<file path="src/common/bsc_pkg.sv">
// package for the battery switch-over control block
package bsc_pkg;

  // avalon register map, byte addresses
  localparam int BSC_ADDR_W = 5;
  localparam logic [BSC_ADDR_W-1:0] BSC_CTRL_ADDR = 5'h00;
  localparam logic [BSC_ADDR_W-1:0] BSC_FLAGS_ADDR = 5'h04;
  localparam logic [BSC_ADDR_W-1:0] BSC_IRQ_STATUS_ADDR = 5'h08;
  localparam logic [BSC_ADDR_W-1:0] BSC_IRQ_MASK_ADDR = 5'h0c;
  localparam logic [BSC_ADDR_W-1:0] BSC_TIMESTAMP_ADDR = 5'h10;

  localparam int BSC_DATA_W = 32;
  localparam int BSC_TIME_W = 32;

  // control register fields
  localparam int BSC_CTRL_PMS_LSB = 0;
  localparam int BSC_CTRL_PMS_W = 3;
  localparam int BSC_CTRL_BSIE_BIT = 3;
  localparam int BSC_CTRL_BSTE_BIT = 4;
  localparam int BSC_CTRL_BATTERY_LOW_IRQ_ENABLE_BIT = 5;

  // flags register fields
  localparam int BSC_FLAG_SWITCH_BIT = 0;
  localparam int BSC_FLAG_LOW_BIT = 1;
  localparam int BSC_FLAG_ON_BATT_BIT = 2;

  // interrupt status / mask fields
  localparam int BSC_IRQ_W = 3;
  localparam int BSC_IRQ_SWITCH_BIT = 0;
  localparam int BSC_IRQ_LOW_BIT = 1;
  localparam int BSC_IRQ_TS_BIT = 2;

  // reset values
  localparam logic [BSC_CTRL_PMS_W-1:0] BSC_PMS_RESET = 3'h7;
  localparam logic [BSC_IRQ_W-1:0] BSC_MASK_RESET = 3'h0;

  // power management selection codes
  localparam logic [BSC_CTRL_PMS_W-1:0] BSC_PMS_STD_LOW = 3'h0;
  localparam logic [BSC_CTRL_PMS_W-1:0] BSC_PMS_STD_A = 3'h1;
  localparam logic [BSC_CTRL_PMS_W-1:0] BSC_PMS_STD_B = 3'h2;
  localparam logic [BSC_CTRL_PMS_W-1:0] BSC_PMS_DIR_LOW = 3'h3;
  localparam logic [BSC_CTRL_PMS_W-1:0] BSC_PMS_DIR_A = 3'h4;
  localparam logic [BSC_CTRL_PMS_W-1:0] BSC_PMS_DIR_B = 3'h5;
  localparam logic [BSC_CTRL_PMS_W-1:0] BSC_PMS_OFF_A = 3'h6;
  localparam logic [BSC_CTRL_PMS_W-1:0] BSC_PMS_OFF_B = 3'h7;

  // switch-over modes
  typedef enum logic [1:0] {
    BSC_MODE_STD,
    BSC_MODE_DIRECT,
    BSC_MODE_OFF
  } bsc_mode_e;

  // comparator input count and bit positions
  localparam int BSC_CMP_W = 3;
  localparam int BSC_CMP_BELOW_VBAT = 0;
  localparam int BSC_CMP_BELOW_VTH = 1;
  localparam int BSC_CMP_VBAT_LOW = 2;

endpackage

</file>
<file path="src/hw/bsc_top.sv">
// battery switch-over control with avalon-mm register slave
// Operation
// - pms code picks standard, direct or disabled mode and low detection; 111 after reset
// - standard mode: battery only when vdd below battery and below switch threshold
// - direct mode: battery whenever vdd below battery, threshold not looked at
// - switching to battery sets the battery switch flag
// - switch interrupt raised while switch irq enable is set, or from its sticky status bit while that mask bit is set
// - switch with timestamp enable captures current time into timestamp register
// - switch flag stays until software clears it or switch-over is disabled; clearing drops its enable-gated interrupt
// - on battery: host inputs ignored, host outputs high-z, square wave off
// - switch-over disabled: flag held 0, supply stays on main
// - low detection enabled and battery low sets low flag, irq if enabled
// - low flag ignores software clears; clears when battery back above threshold
//
// Chosen here: the Avalon-MM interface to the registers and the register addresses.
`timescale 1ns/1ps
module bsc_top
  import bsc_pkg::*;
(
  // clock and reset
  input wire logic mclk,
  input wire logic rstn,
  // avalon-mm slave
  input wire logic [BSC_ADDR_W-1:0] avs_address,
  input wire logic avs_read,
  input wire logic avs_write,
  input wire logic [BSC_DATA_W-1:0] avs_writedata,
  input wire logic [3:0] avs_byteenable,
  output logic [BSC_DATA_W-1:0] avs_readdata,
  output logic avs_waitrequest,
  // asynchronous supply comparators
  input wire logic vdd_below_vbat,
  input wire logic vdd_below_vth,
  input wire logic vbat_low,
  // current time and date from the clock core
  input wire logic [BSC_TIME_W-1:0] current_time,
  // supply and gating outputs
  output logic backed_supply_output,
  output logic host_in_enable,
  output logic host_out_enable,
  output logic square_wave_output_enable,
  // interrupt
  output logic irq
);

  logic [BSC_CTRL_PMS_W-1:0] power_mgmt_select_r;
  logic battery_switch_irq_enable_r;
  logic battery_switch_timestamp_enable_r;
  logic battery_low_irq_enable_r;
  logic battery_switch_flag_r;
  logic battery_low_flag_r;
  logic [BSC_IRQ_W-1:0] irq_status_r;
  logic [BSC_IRQ_W-1:0] irq_mask_r;
  logic [BSC_TIME_W-1:0] timestamp_r;
  logic on_battery_r;
  logic waitrequest_r;
  logic [BSC_DATA_W-1:0] readdata_r;
  logic irq_r;

  logic [BSC_CMP_W-1:0] cmp_meta_r;
  logic [BSC_CMP_W-1:0] cmp_s2_r;
  logic [BSC_CMP_W-1:0] cmp_s3_r;
  logic [BSC_CMP_W-1:0] cmp_r;

  bsc_mode_e mode;
  logic low_detect_en;
  logic on_battery_nxt;
  logic switch_event;
  logic req;
  logic wr_fire;
  logic rd_fire;
  logic [BSC_DATA_W-1:0] rd_mux;
  logic [BSC_IRQ_W-1:0] irq_events;
  logic [BSC_IRQ_W-1:0] irq_read_clr;
  logic switch_clr;

  // three-stage synchroniser, value taken once stages two and three agree
  always_ff @(posedge mclk or negedge rstn) begin
    if (!rstn) begin
      cmp_meta_r <= '0;
      cmp_s2_r <= '0;
      cmp_s3_r <= '0;
      cmp_r <= '0;
    end else begin
      cmp_meta_r <= {vbat_low, vdd_below_vth, vdd_below_vbat};
      cmp_s2_r <= cmp_meta_r;
      cmp_s3_r <= cmp_s2_r;
      for (int i = 0; i < BSC_CMP_W; i++) begin
        if (cmp_s2_r[i] == cmp_s3_r[i]) begin
          cmp_r[i] <= cmp_s3_r[i];
        end
      end
    end
  end

  // mode decode
  always_comb begin
    mode = BSC_MODE_OFF;
    low_detect_en = 1'b0;
    unique case (power_mgmt_select_r)
      BSC_PMS_STD_LOW: begin
        mode = BSC_MODE_STD;
        low_detect_en = 1'b1;
      end
      BSC_PMS_STD_A, BSC_PMS_STD_B: begin
        mode = BSC_MODE_STD;
      end
      BSC_PMS_DIR_LOW: begin
        mode = BSC_MODE_DIRECT;
        low_detect_en = 1'b1;
      end
      BSC_PMS_DIR_A, BSC_PMS_DIR_B: begin
        mode = BSC_MODE_DIRECT;
      end
      BSC_PMS_OFF_A, BSC_PMS_OFF_B: begin
        mode = BSC_MODE_OFF;
      end
    endcase
  end

  // supply selection; direct mode assumes vdd normally well above the battery
  always_comb begin
    unique case (mode)
      BSC_MODE_STD: begin
        on_battery_nxt = cmp_r[BSC_CMP_BELOW_VBAT] & cmp_r[BSC_CMP_BELOW_VTH];
      end
      BSC_MODE_DIRECT: begin
        on_battery_nxt = cmp_r[BSC_CMP_BELOW_VBAT];
      end
      default: begin
        on_battery_nxt = 1'b0;
      end
    endcase
  end

  assign switch_event = on_battery_nxt & ~on_battery_r;

  always_ff @(posedge mclk or negedge rstn) begin
    if (!rstn) begin
      on_battery_r <= 1'b0;
    end else begin
      on_battery_r <= on_battery_nxt;
    end
  end

  // supply and interface gating, all registered
  always_ff @(posedge mclk or negedge rstn) begin
    if (!rstn) begin
      backed_supply_output <= 1'b0;
      host_in_enable <= 1'b1;
      host_out_enable <= 1'b1;
      square_wave_output_enable <= 1'b1;
    end else begin
      backed_supply_output <= on_battery_nxt;
      host_in_enable <= ~on_battery_nxt;
      host_out_enable <= ~on_battery_nxt;
      square_wave_output_enable <= ~on_battery_nxt;
    end
  end

  // avalon slave: one wait state on every access
  assign req = avs_read | avs_write;
  assign wr_fire = avs_write & ~waitrequest_r;
  assign rd_fire = avs_read & ~waitrequest_r;

  always_ff @(posedge mclk or negedge rstn) begin
    if (!rstn) begin
      waitrequest_r <= 1'b1;
    end else begin
      waitrequest_r <= ~(req & waitrequest_r);
    end
  end

  assign avs_waitrequest = waitrequest_r;

  always_comb begin
    rd_mux = '0;
    unique case (avs_address)
      BSC_CTRL_ADDR: begin
        rd_mux[BSC_CTRL_PMS_LSB +: BSC_CTRL_PMS_W] = power_mgmt_select_r;
        rd_mux[BSC_CTRL_BSIE_BIT] = battery_switch_irq_enable_r;
        rd_mux[BSC_CTRL_BSTE_BIT] = battery_switch_timestamp_enable_r;
        rd_mux[BSC_CTRL_BATTERY_LOW_IRQ_ENABLE_BIT] = battery_low_irq_enable_r;
      end
      BSC_FLAGS_ADDR: begin
        rd_mux[BSC_FLAG_SWITCH_BIT] = battery_switch_flag_r;
        rd_mux[BSC_FLAG_LOW_BIT] = battery_low_flag_r;
        rd_mux[BSC_FLAG_ON_BATT_BIT] = on_battery_r;
      end
      BSC_IRQ_STATUS_ADDR: begin
        rd_mux[BSC_IRQ_W-1:0] = irq_status_r;
      end
      BSC_IRQ_MASK_ADDR: begin
        rd_mux[BSC_IRQ_W-1:0] = irq_mask_r;
      end
      BSC_TIMESTAMP_ADDR: begin
        rd_mux = timestamp_r;
      end
      default: begin
        rd_mux = '0;
      end
    endcase
  end

  // snapshot taken in the wait cycle; read-clear uses the same snapshot
  always_ff @(posedge mclk or negedge rstn) begin
    if (!rstn) begin
      readdata_r <= '0;
    end else if (avs_read & waitrequest_r) begin
      readdata_r <= rd_mux;
    end
  end

  assign avs_readdata = readdata_r;

  // control register
  always_ff @(posedge mclk or negedge rstn) begin
    if (!rstn) begin
      power_mgmt_select_r <= BSC_PMS_RESET;
      battery_switch_irq_enable_r <= 1'b0;
      battery_switch_timestamp_enable_r <= 1'b0;
      battery_low_irq_enable_r <= 1'b0;
    end else if (wr_fire && avs_address == BSC_CTRL_ADDR && avs_byteenable[0]) begin
      power_mgmt_select_r <= avs_writedata[BSC_CTRL_PMS_LSB +: BSC_CTRL_PMS_W];
      battery_switch_irq_enable_r <= avs_writedata[BSC_CTRL_BSIE_BIT];
      battery_switch_timestamp_enable_r <= avs_writedata[BSC_CTRL_BSTE_BIT];
      battery_low_irq_enable_r <= avs_writedata[BSC_CTRL_BATTERY_LOW_IRQ_ENABLE_BIT];
    end
  end

  // switch flag: write one to clear, a new switch wins over the clear
  assign switch_clr = wr_fire && avs_address == BSC_FLAGS_ADDR && avs_byteenable[0]
                      && avs_writedata[BSC_FLAG_SWITCH_BIT];

  always_ff @(posedge mclk or negedge rstn) begin
    if (!rstn) begin
      battery_switch_flag_r <= 1'b0;
    end else if (mode == BSC_MODE_OFF) begin
      battery_switch_flag_r <= 1'b0;
    end else if (switch_event) begin
      battery_switch_flag_r <= 1'b1;
    end else if (switch_clr) begin
      battery_switch_flag_r <= 1'b0;
    end
  end

  // low flag: no software clear path at all
  always_ff @(posedge mclk or negedge rstn) begin
    if (!rstn) begin
      battery_low_flag_r <= 1'b0;
    end else if (low_detect_en && cmp_r[BSC_CMP_VBAT_LOW]) begin
      battery_low_flag_r <= 1'b1;
    end else if (!cmp_r[BSC_CMP_VBAT_LOW]) begin
      battery_low_flag_r <= 1'b0;
    end
  end

  // timestamp capture
  always_ff @(posedge mclk or negedge rstn) begin
    if (!rstn) begin
      timestamp_r <= '0;
    end else if (switch_event && battery_switch_timestamp_enable_r) begin
      timestamp_r <= current_time;
    end
  end

  // sticky event status, cleared by reading it
  always_comb begin
    irq_events = '0;
    irq_events[BSC_IRQ_SWITCH_BIT] = switch_event;
    irq_events[BSC_IRQ_LOW_BIT] = low_detect_en & cmp_r[BSC_CMP_VBAT_LOW] & ~battery_low_flag_r;
    irq_events[BSC_IRQ_TS_BIT] = switch_event & battery_switch_timestamp_enable_r;
    irq_read_clr = '0;
    if (rd_fire && avs_address == BSC_IRQ_STATUS_ADDR) begin
      irq_read_clr = readdata_r[BSC_IRQ_W-1:0];
    end
  end

  always_ff @(posedge mclk or negedge rstn) begin
    if (!rstn) begin
      irq_status_r <= '0;
    end else begin
      irq_status_r <= (irq_status_r & ~irq_read_clr) | irq_events;
    end
  end

  always_ff @(posedge mclk or negedge rstn) begin
    if (!rstn) begin
      irq_mask_r <= BSC_MASK_RESET;
    end else if (wr_fire && avs_address == BSC_IRQ_MASK_ADDR && avs_byteenable[0]) begin
      irq_mask_r <= avs_writedata[BSC_IRQ_W-1:0];
    end
  end

  // flags drive the line while enabled, so a flag clear or an enable clear drops them
  always_ff @(posedge mclk or negedge rstn) begin
    if (!rstn) begin
      irq_r <= 1'b0;
    end else begin
      irq_r <= (|(irq_status_r & irq_mask_r))
               | (battery_switch_flag_r & battery_switch_irq_enable_r)
               | (battery_low_flag_r & battery_low_irq_enable_r);
    end
  end

  assign irq = irq_r;

endmodule

</file>
<file path="config.mk">
export PLATFORM = sky130hd
export DESIGN_NAME = bsc_top
export DESIGN_NICKNAME = d
export VERILOG_FILES = /design/src/common/bsc_pkg.sv /design/src/hw/bsc_top.sv
export SDC_FILE = /design/constraint.sdc
export NUM_CORES = 1
export LEC_CHECK = 0
export BUFFER_PORTS_ARGS = -buffer_cell sky130_fd_sc_hd__buf_4
export CORE_UTILIZATION = 50
export DETAILED_ROUTE_END_ITERATION = 6
export HOLD_SLACK_MARGIN = 0.1
export PLACE_DENSITY = 0.79
export SYNTH_ARGS = -nofsm -noshare
export SYNTH_HDL_FRONTEND = slang
export SYNTH_SLANG_ARGS = --single-unit
</file>
<file path="constraint.sdc">
create_clock -name mclk -period 2.2 [get_ports mclk]
set_clock_uncertainty 0.15 [all_clocks]
set_input_delay 0.33 -clock mclk [delete_from_list [all_inputs] [get_ports mclk]]
set_output_delay 0.33 -clock mclk [all_outputs]
set_load 0.03 [all_outputs]
</file>
Word-level counts from Yosys, hierarchy flattened
Index checks and enable logic that the tools add are counted.
{ "totals": {"inputBits": 80, "wordCells": 91, "output_inout_bits": 38, "reg_bits": 94} }
{ "classes": {"n_mux": 12, "reduce_logical": 19, "bitwise": 23, "n_eq_ne": 17} }
{ "ops": {"columns": ["operator", "count"], "rows": [
  ["$mux 26", 1],
  ["$pmux 3 s5", 1],
  ["$eq 3x3->1 const B", 4],
  ["$and 1x1->1", 11],
  ["$eq 5x4->1 const B", 2],
  ["$logic_and 1x1->1", 10],
  ["$reduce_or 3->1", 3],
  ["$and 3x3->3", 2],
  ["$eq 3x2->1 const B", 2],
  ["$mux 1", 6],
  ["$pmux 2 s3", 1],
  ["$pmux 3 s2", 1],
  ["$eq 5x3->1 const B", 1],
  ["$eq 5x5->1 const B", 1],
  ["$logic_not 5->1", 1],
  ["$not 1->1", 5],
  ["$reduce_or 2->1", 2],
  ["$eq 1x1->1", 3],
  ["$eq 3x1->1 const B", 1],
  ["$logic_not 3->1", 1],
  ["$mux 3", 1],
  ["$not 3->3", 1],
  ["$or 1x1->1", 3],
  ["$or 3x3->3", 1],
  ["other kinds (6)", 6]
]} }

Depth between registers and ports, before layout
{ "depth": {"ltp_word": 8, "ltp_mapped": 6, "ltp_nobuf": 3} }

Least setup slack after synthesis
No wires, ideal clock.
{ "synth_timing": {"path_type": "reg2reg", "start": "reg waitrequest_r (netlist: avs_waitrequest)", "end": "reg battery_low_irq_enable_r", "path_stages_with_launch": 4, "path_slack_ns": 0.531, "setup_ns": 0.125, "arrival_time_ns": 1.395, "path_cell_list": "dfstp_2 > and3b_1 > nand3_1 > mux2_2"} }
{ "synth_between": {"elab_chain_len": 4} }
{ "synth_lines": {"columns": ["element", "line", "source"], "rows": [
  ["start, declared", "bsc_top.sv:56", "logic waitrequest_r;"],
  ["start signal, assigned", "bsc_top.sv:170", "waitrequest_r <= ~(req & waitrequest_r);"],
  ["$not 1->1", "bsc_top.sv:163", "assign wr_fire = avs_write & ~waitrequest_r;"],
  ["$and 1x1->1", "bsc_top.sv:163", null],
  ["$logic_and 1x1->1 (2 in a row)", "bsc_top.sv:223", "end else if (wr_fire && avs_address == BSC_CTRL_ADDR && avs_byteenable[0]) begin"],
  ["end signal, assigned", "bsc_top.sv:227", "battery_low_irq_enable_r <= avs_writedata[BSC_CTRL_BATTERY_LOW_IRQ_ENABLE_BIT];"],
  ["end, declared", "bsc_top.sv:49", "logic battery_low_irq_enable_r;"]
]} }
Every way passes these cells.
A chain may end at the register's enable or synchronous reset.

Worst setup path in the final report
{ "layout_timing": {"start": "in avs_write", "end": "reg battery_switch_timestamp_enable_r"} }
{ "layout_between": {"elab_chain_len": 3} }
{ "layout_lines": {"columns": ["element", "line", "source"], "rows": [
  ["start, declared", "bsc_top.sv:26", "input wire logic avs_write,"],
  ["$and 1x1->1", "bsc_top.sv:163", null],
  ["$logic_and 1x1->1 (2 in a row)", "bsc_top.sv:223", null],
  ["end signal, assigned", "bsc_top.sv:226", "battery_switch_timestamp_enable_r <= avs_writedata[BSC_CTRL_BSTE_BIT];"],
  ["end, declared", "bsc_top.sv:48", "logic battery_switch_timestamp_enable_r;"]
]} }
Every way passes these cells.

==> flow_summary_export.csv <==
group,metric,value,unit
global_route,grt_pass1_vias,2642,
sta,rsz0062_at_grt,"false",
global_route,grt_max_degree,39,
sta,setup_viol,0,
worst_setup_path,start_kind,"input port",
sta,slew_viol_final,0,
synthesis,synth_nets,321,
sta,relSlewSlack,0.741,
sta,tightest_slew,0.387,ns
layout,antenna_cells,0,
global_route,overflow,0,
sta,fin_crit_sh,0.806,
floorplan,die_y,87.6,um
place,globalplace.congestion,0.877,
synthesis,ys_seq_area_frac,0.644,
worst_setup_path,crit_fanout,6,
clock_network,clk_pin_slew,0.09,ns
route,drt_iter0_markers,146,
power,p_leak,2.39,nW
power,p_per_area,766,nW/um2
synthesis,synthDistinctLibCells,37,
global_route,grt_pass1_wl,12.5,mm
floorplan,core_area,6940,um2
place,place_hpwl,5.06,mm
worst_setup_path,slowest_delay,0.54,ns
floorplan,start_util,0.527,
synthesis,yosys-top-cells-area,"dfrtp_1 (61%), mux2_2 (14%), a22o_1 (6.2%)",
worst_setup_path,cp_cell_sequence,"dlygate4sd3_1, buf_4, and3b_1, nand3_1, mux2_2",
route,vias,2499,
route,drc,0,
floorplan,die_x,87.6,um
layout,layout.nets,458,
worst_setup_path,crit_type,"in -> reg",
layout,layout-drive-gt1-share,0.436,
clock_network,cts_max_path_buffers,2,
clock_network,cts_buffers,9,
route,antenna_left,0,
sta,finalHoldViolations,0,
clock_network,ctsResizeCount,0,
worst_setup_path,end_kind,"register",
min_path,hold_path.class,"in -> reg",
status,status,"complete, no violations",
run,drv_cap,0,
route,wl_per_cell,16.1,um
synthesis,synthesis.area,3660,um2
layout,area.growth.synth_to_final,37.9,%
clock_network,numClockSinks,94,
clock_network,root_buffer,"clkbuf_8",
synthesis,synthCells,241,
route,routed_wl,7.71,mm
global_route,track_usage,0.217,
synthesis,ys_warn_count,0,
place,port_buffers,88,
floorplan,ioPinCount,118,
sta,period_minus_slack,1.77,ns
global_route,grt_antenna_before_repair,0,
floorplan,die_area,7670,um2
synthesis,synth_top_area_cell,"dfrtp_1",
sta,fmax,564,MHz
worst_setup_path,required,2.29,ns
synthesis,synth_top_area_share,0.608,
power,power,3.87,mW
floorplan,core.rowCount,30,
worst_setup_path,path_delay_family,"buffers and inverters",
worst_setup_path,crit_slowest_cell,"dlygate4sd3_1",
clock_network,cts_tree,"done",
synthesis,synth-seq-cells,94,
route,vias_per_cell,5.22,
sta,setup_tns,0,ns
power,ir_drop,0.000373,V
worst_setup_path,crit_arrival,1.86,ns
worst_setup_path,path_buf_inv,2,
synthesis,synth.avg_cell_area,15.2,um2
clock_network,cts_max_level,3,
clock_network,clock_latency,0.35,ns
route,dr.pass1.iters,5,
[Yosys cell counts]
master,n
a211o_1,1
a21oi_1,3
a221o_1,3
a222oi_1,1
a22o_1,26
a22oi_1,1
a311oi_1,3
a32o_1,1
and2_1,5
and3_1,3
and3_4,1
and3b_1,1
buf_12,1
buf_4,6
buf_6,1
buf_8,1
clkbuf_1,3
dfrtp_1,89
dfstp_2,5
inv_1,3
maj3_1,3
mux2_2,47
nand2_1,6
nand3_1,7
nand4_1,1
nand4_2,1
nor2_1,5
nor2b_1,2
nor3_1,1
nor3_4,1
nor3b_1,1
nor4_4,1
nor4b_4,1
o21a_1,1
o21ai_0,2
o2bb2ai_1,2
xor2_1,1
[power by group]
group          switching, mW  internal (mW)  total (mW)
clock network          0.598          0.529        1.13
logic                  0.267          0.359       0.627
registers              0.141           1.97        2.11
total                   1.01           2.86        3.87
[sequential cells by signal, indices dropped and copies added (netlist names)]
name and flops:
backed_supply_output 1, cmp_s2_r 3, square_wave_output_enable 1, battery_switch_flag_r 1, battery_low_flag_r 1, battery_switch_irq_enable_r 1
cmp_r 3, timestamp_r 32, cmp_meta_r 3, irq 1, irq_mask_r 3, battery_low_irq_enable_r 1
cmp_s3_r 3, irq_status_r 3, battery_switch_timestamp_enable_r 1, avs_waitrequest 1, avs_readdata 32, power_mgmt_select_r 3
[worst register-to-register path, delay by kind of cell, from the launching register on]
family	cells	cell delay [ns]
DFF	1	0.58
muxes	1	0.38
and+or+nand+nor	2	0.50
[cells by family (layout without fill, tap and decap cells)]
logic type	count (synthesis)	in the layout	share of synthesized area
buffers and inverters	15	157	0.0311
AOI/OAI and AO/OA	44	44	0.101
and+or+nand+nor	37	37	0.0687
adders and majority gates	3	3	0.00820
DFF	94	94	0.644
xor gates and xnor gates	1	1	0.00239
muxes	47	47	0.145
[per-stage QoR]
| step | hold slack (ns) | setup slack (ns) | cell area, um2 | std cells | util |
|---|---|---|---|---|---|
| global placement | 0.0995 | 0.386 | 4410 | 419 | 0.635 |
| CTS | 0.189 | 0.436 | 5050 | 479 | 0.727 |
| global route | 0.201 | 0.380 | 5050 | 479 | 0.727 |
| detailed placement | 0.0970 | 0.371 | 4410 | 419 | 0.635 |
| finish | 0.203 | 0.427 | 5050 | 479 | 0.727 |
| floorplan | -0.116 | 0.531 | 3660 | 241 | - |
[metal layers]
| layer | part of all wire | up-vias | track usage |
|---|---|---|---|
| li1 | - | 1158 | - |
| met1 | 0.45 | 1249 | 0.287 |
| met2 | 0.48 | 77 | 0.357 |
| met3 | 0.047 | 15 | 0.0264 |
| met4 | 0.021 | 0 | 0.113 |
| met5 | 0 | - | 0 |
[final timing paths]
kind                       cells past startpoint             from  slack [ns]                                 to
hold reg to reg                                0    cmp_meta_r[2]        0.20                        cmp_s2_r[2]
max in group asynchronous                      3             rstn        1.04          square_wave_output_enable
setup reg to reg                               3  avs_waitrequest        0.47  battery_switch_timestamp_enable_r
setup / recovery                               5        avs_write        0.43  battery_switch_timestamp_enable_r
hold / removal                                 4   avs_address[0]        0.20                    avs_readdata[1]
min in group asynchronous                      2             rstn        0.26                    avs_readdata[6]
[area by class of cell]
type | count | area (um2)
Clock inverter | 7 | 73.8
Multi-Input combinational cell | 132 | 1190
Clock buffer | 9 | 124
Tap cell | 96 | 120
Sequential cell | 94 | 2360
Fill cell | 465 | 1900
Inverter | 3 | 11.3
Timing Repair Buffer | 138 | 1170
[cell usage in the layout (no fill, tap or decap), types with 2 or more instances in the layout]
| cell | n |
|---|---|
| nand3_1 | 7 |
| o2bb2ai_1 | 2 |
| buf_12 | 2 |
| dfrtp_1 | 89 |
| a221o_1 | 3 |
| clkinv_2 | 2 |
| o21ai_0 | 2 |
| dlygate4sd3_1 | 44 |
| and3_1 | 3 |
| a22o_1 | 26 |
| nor2b_1 | 2 |
| clkinv_4 | 2 |
| mux2_2 | 47 |
| nand2_1 | 6 |
| nor2_1 | 5 |
| a21oi_1 | 3 |
| buf_4 | 92 |
| dfstp_2 | 5 |
| maj3_1 | 3 |
| a311oi_1 | 3 |
| clkbuf_8 | 9 |
| inv_1 | 3 |
| and2_1 | 5 |
[what timing repair did]
action | 4_1_cts | 5_1_grt
setup buffers | 0 | 0
hold endpoints to repair | 135 | 0
hold buffers | 44 | 0
Note: power is estimated with default switching activity, not from simulation.
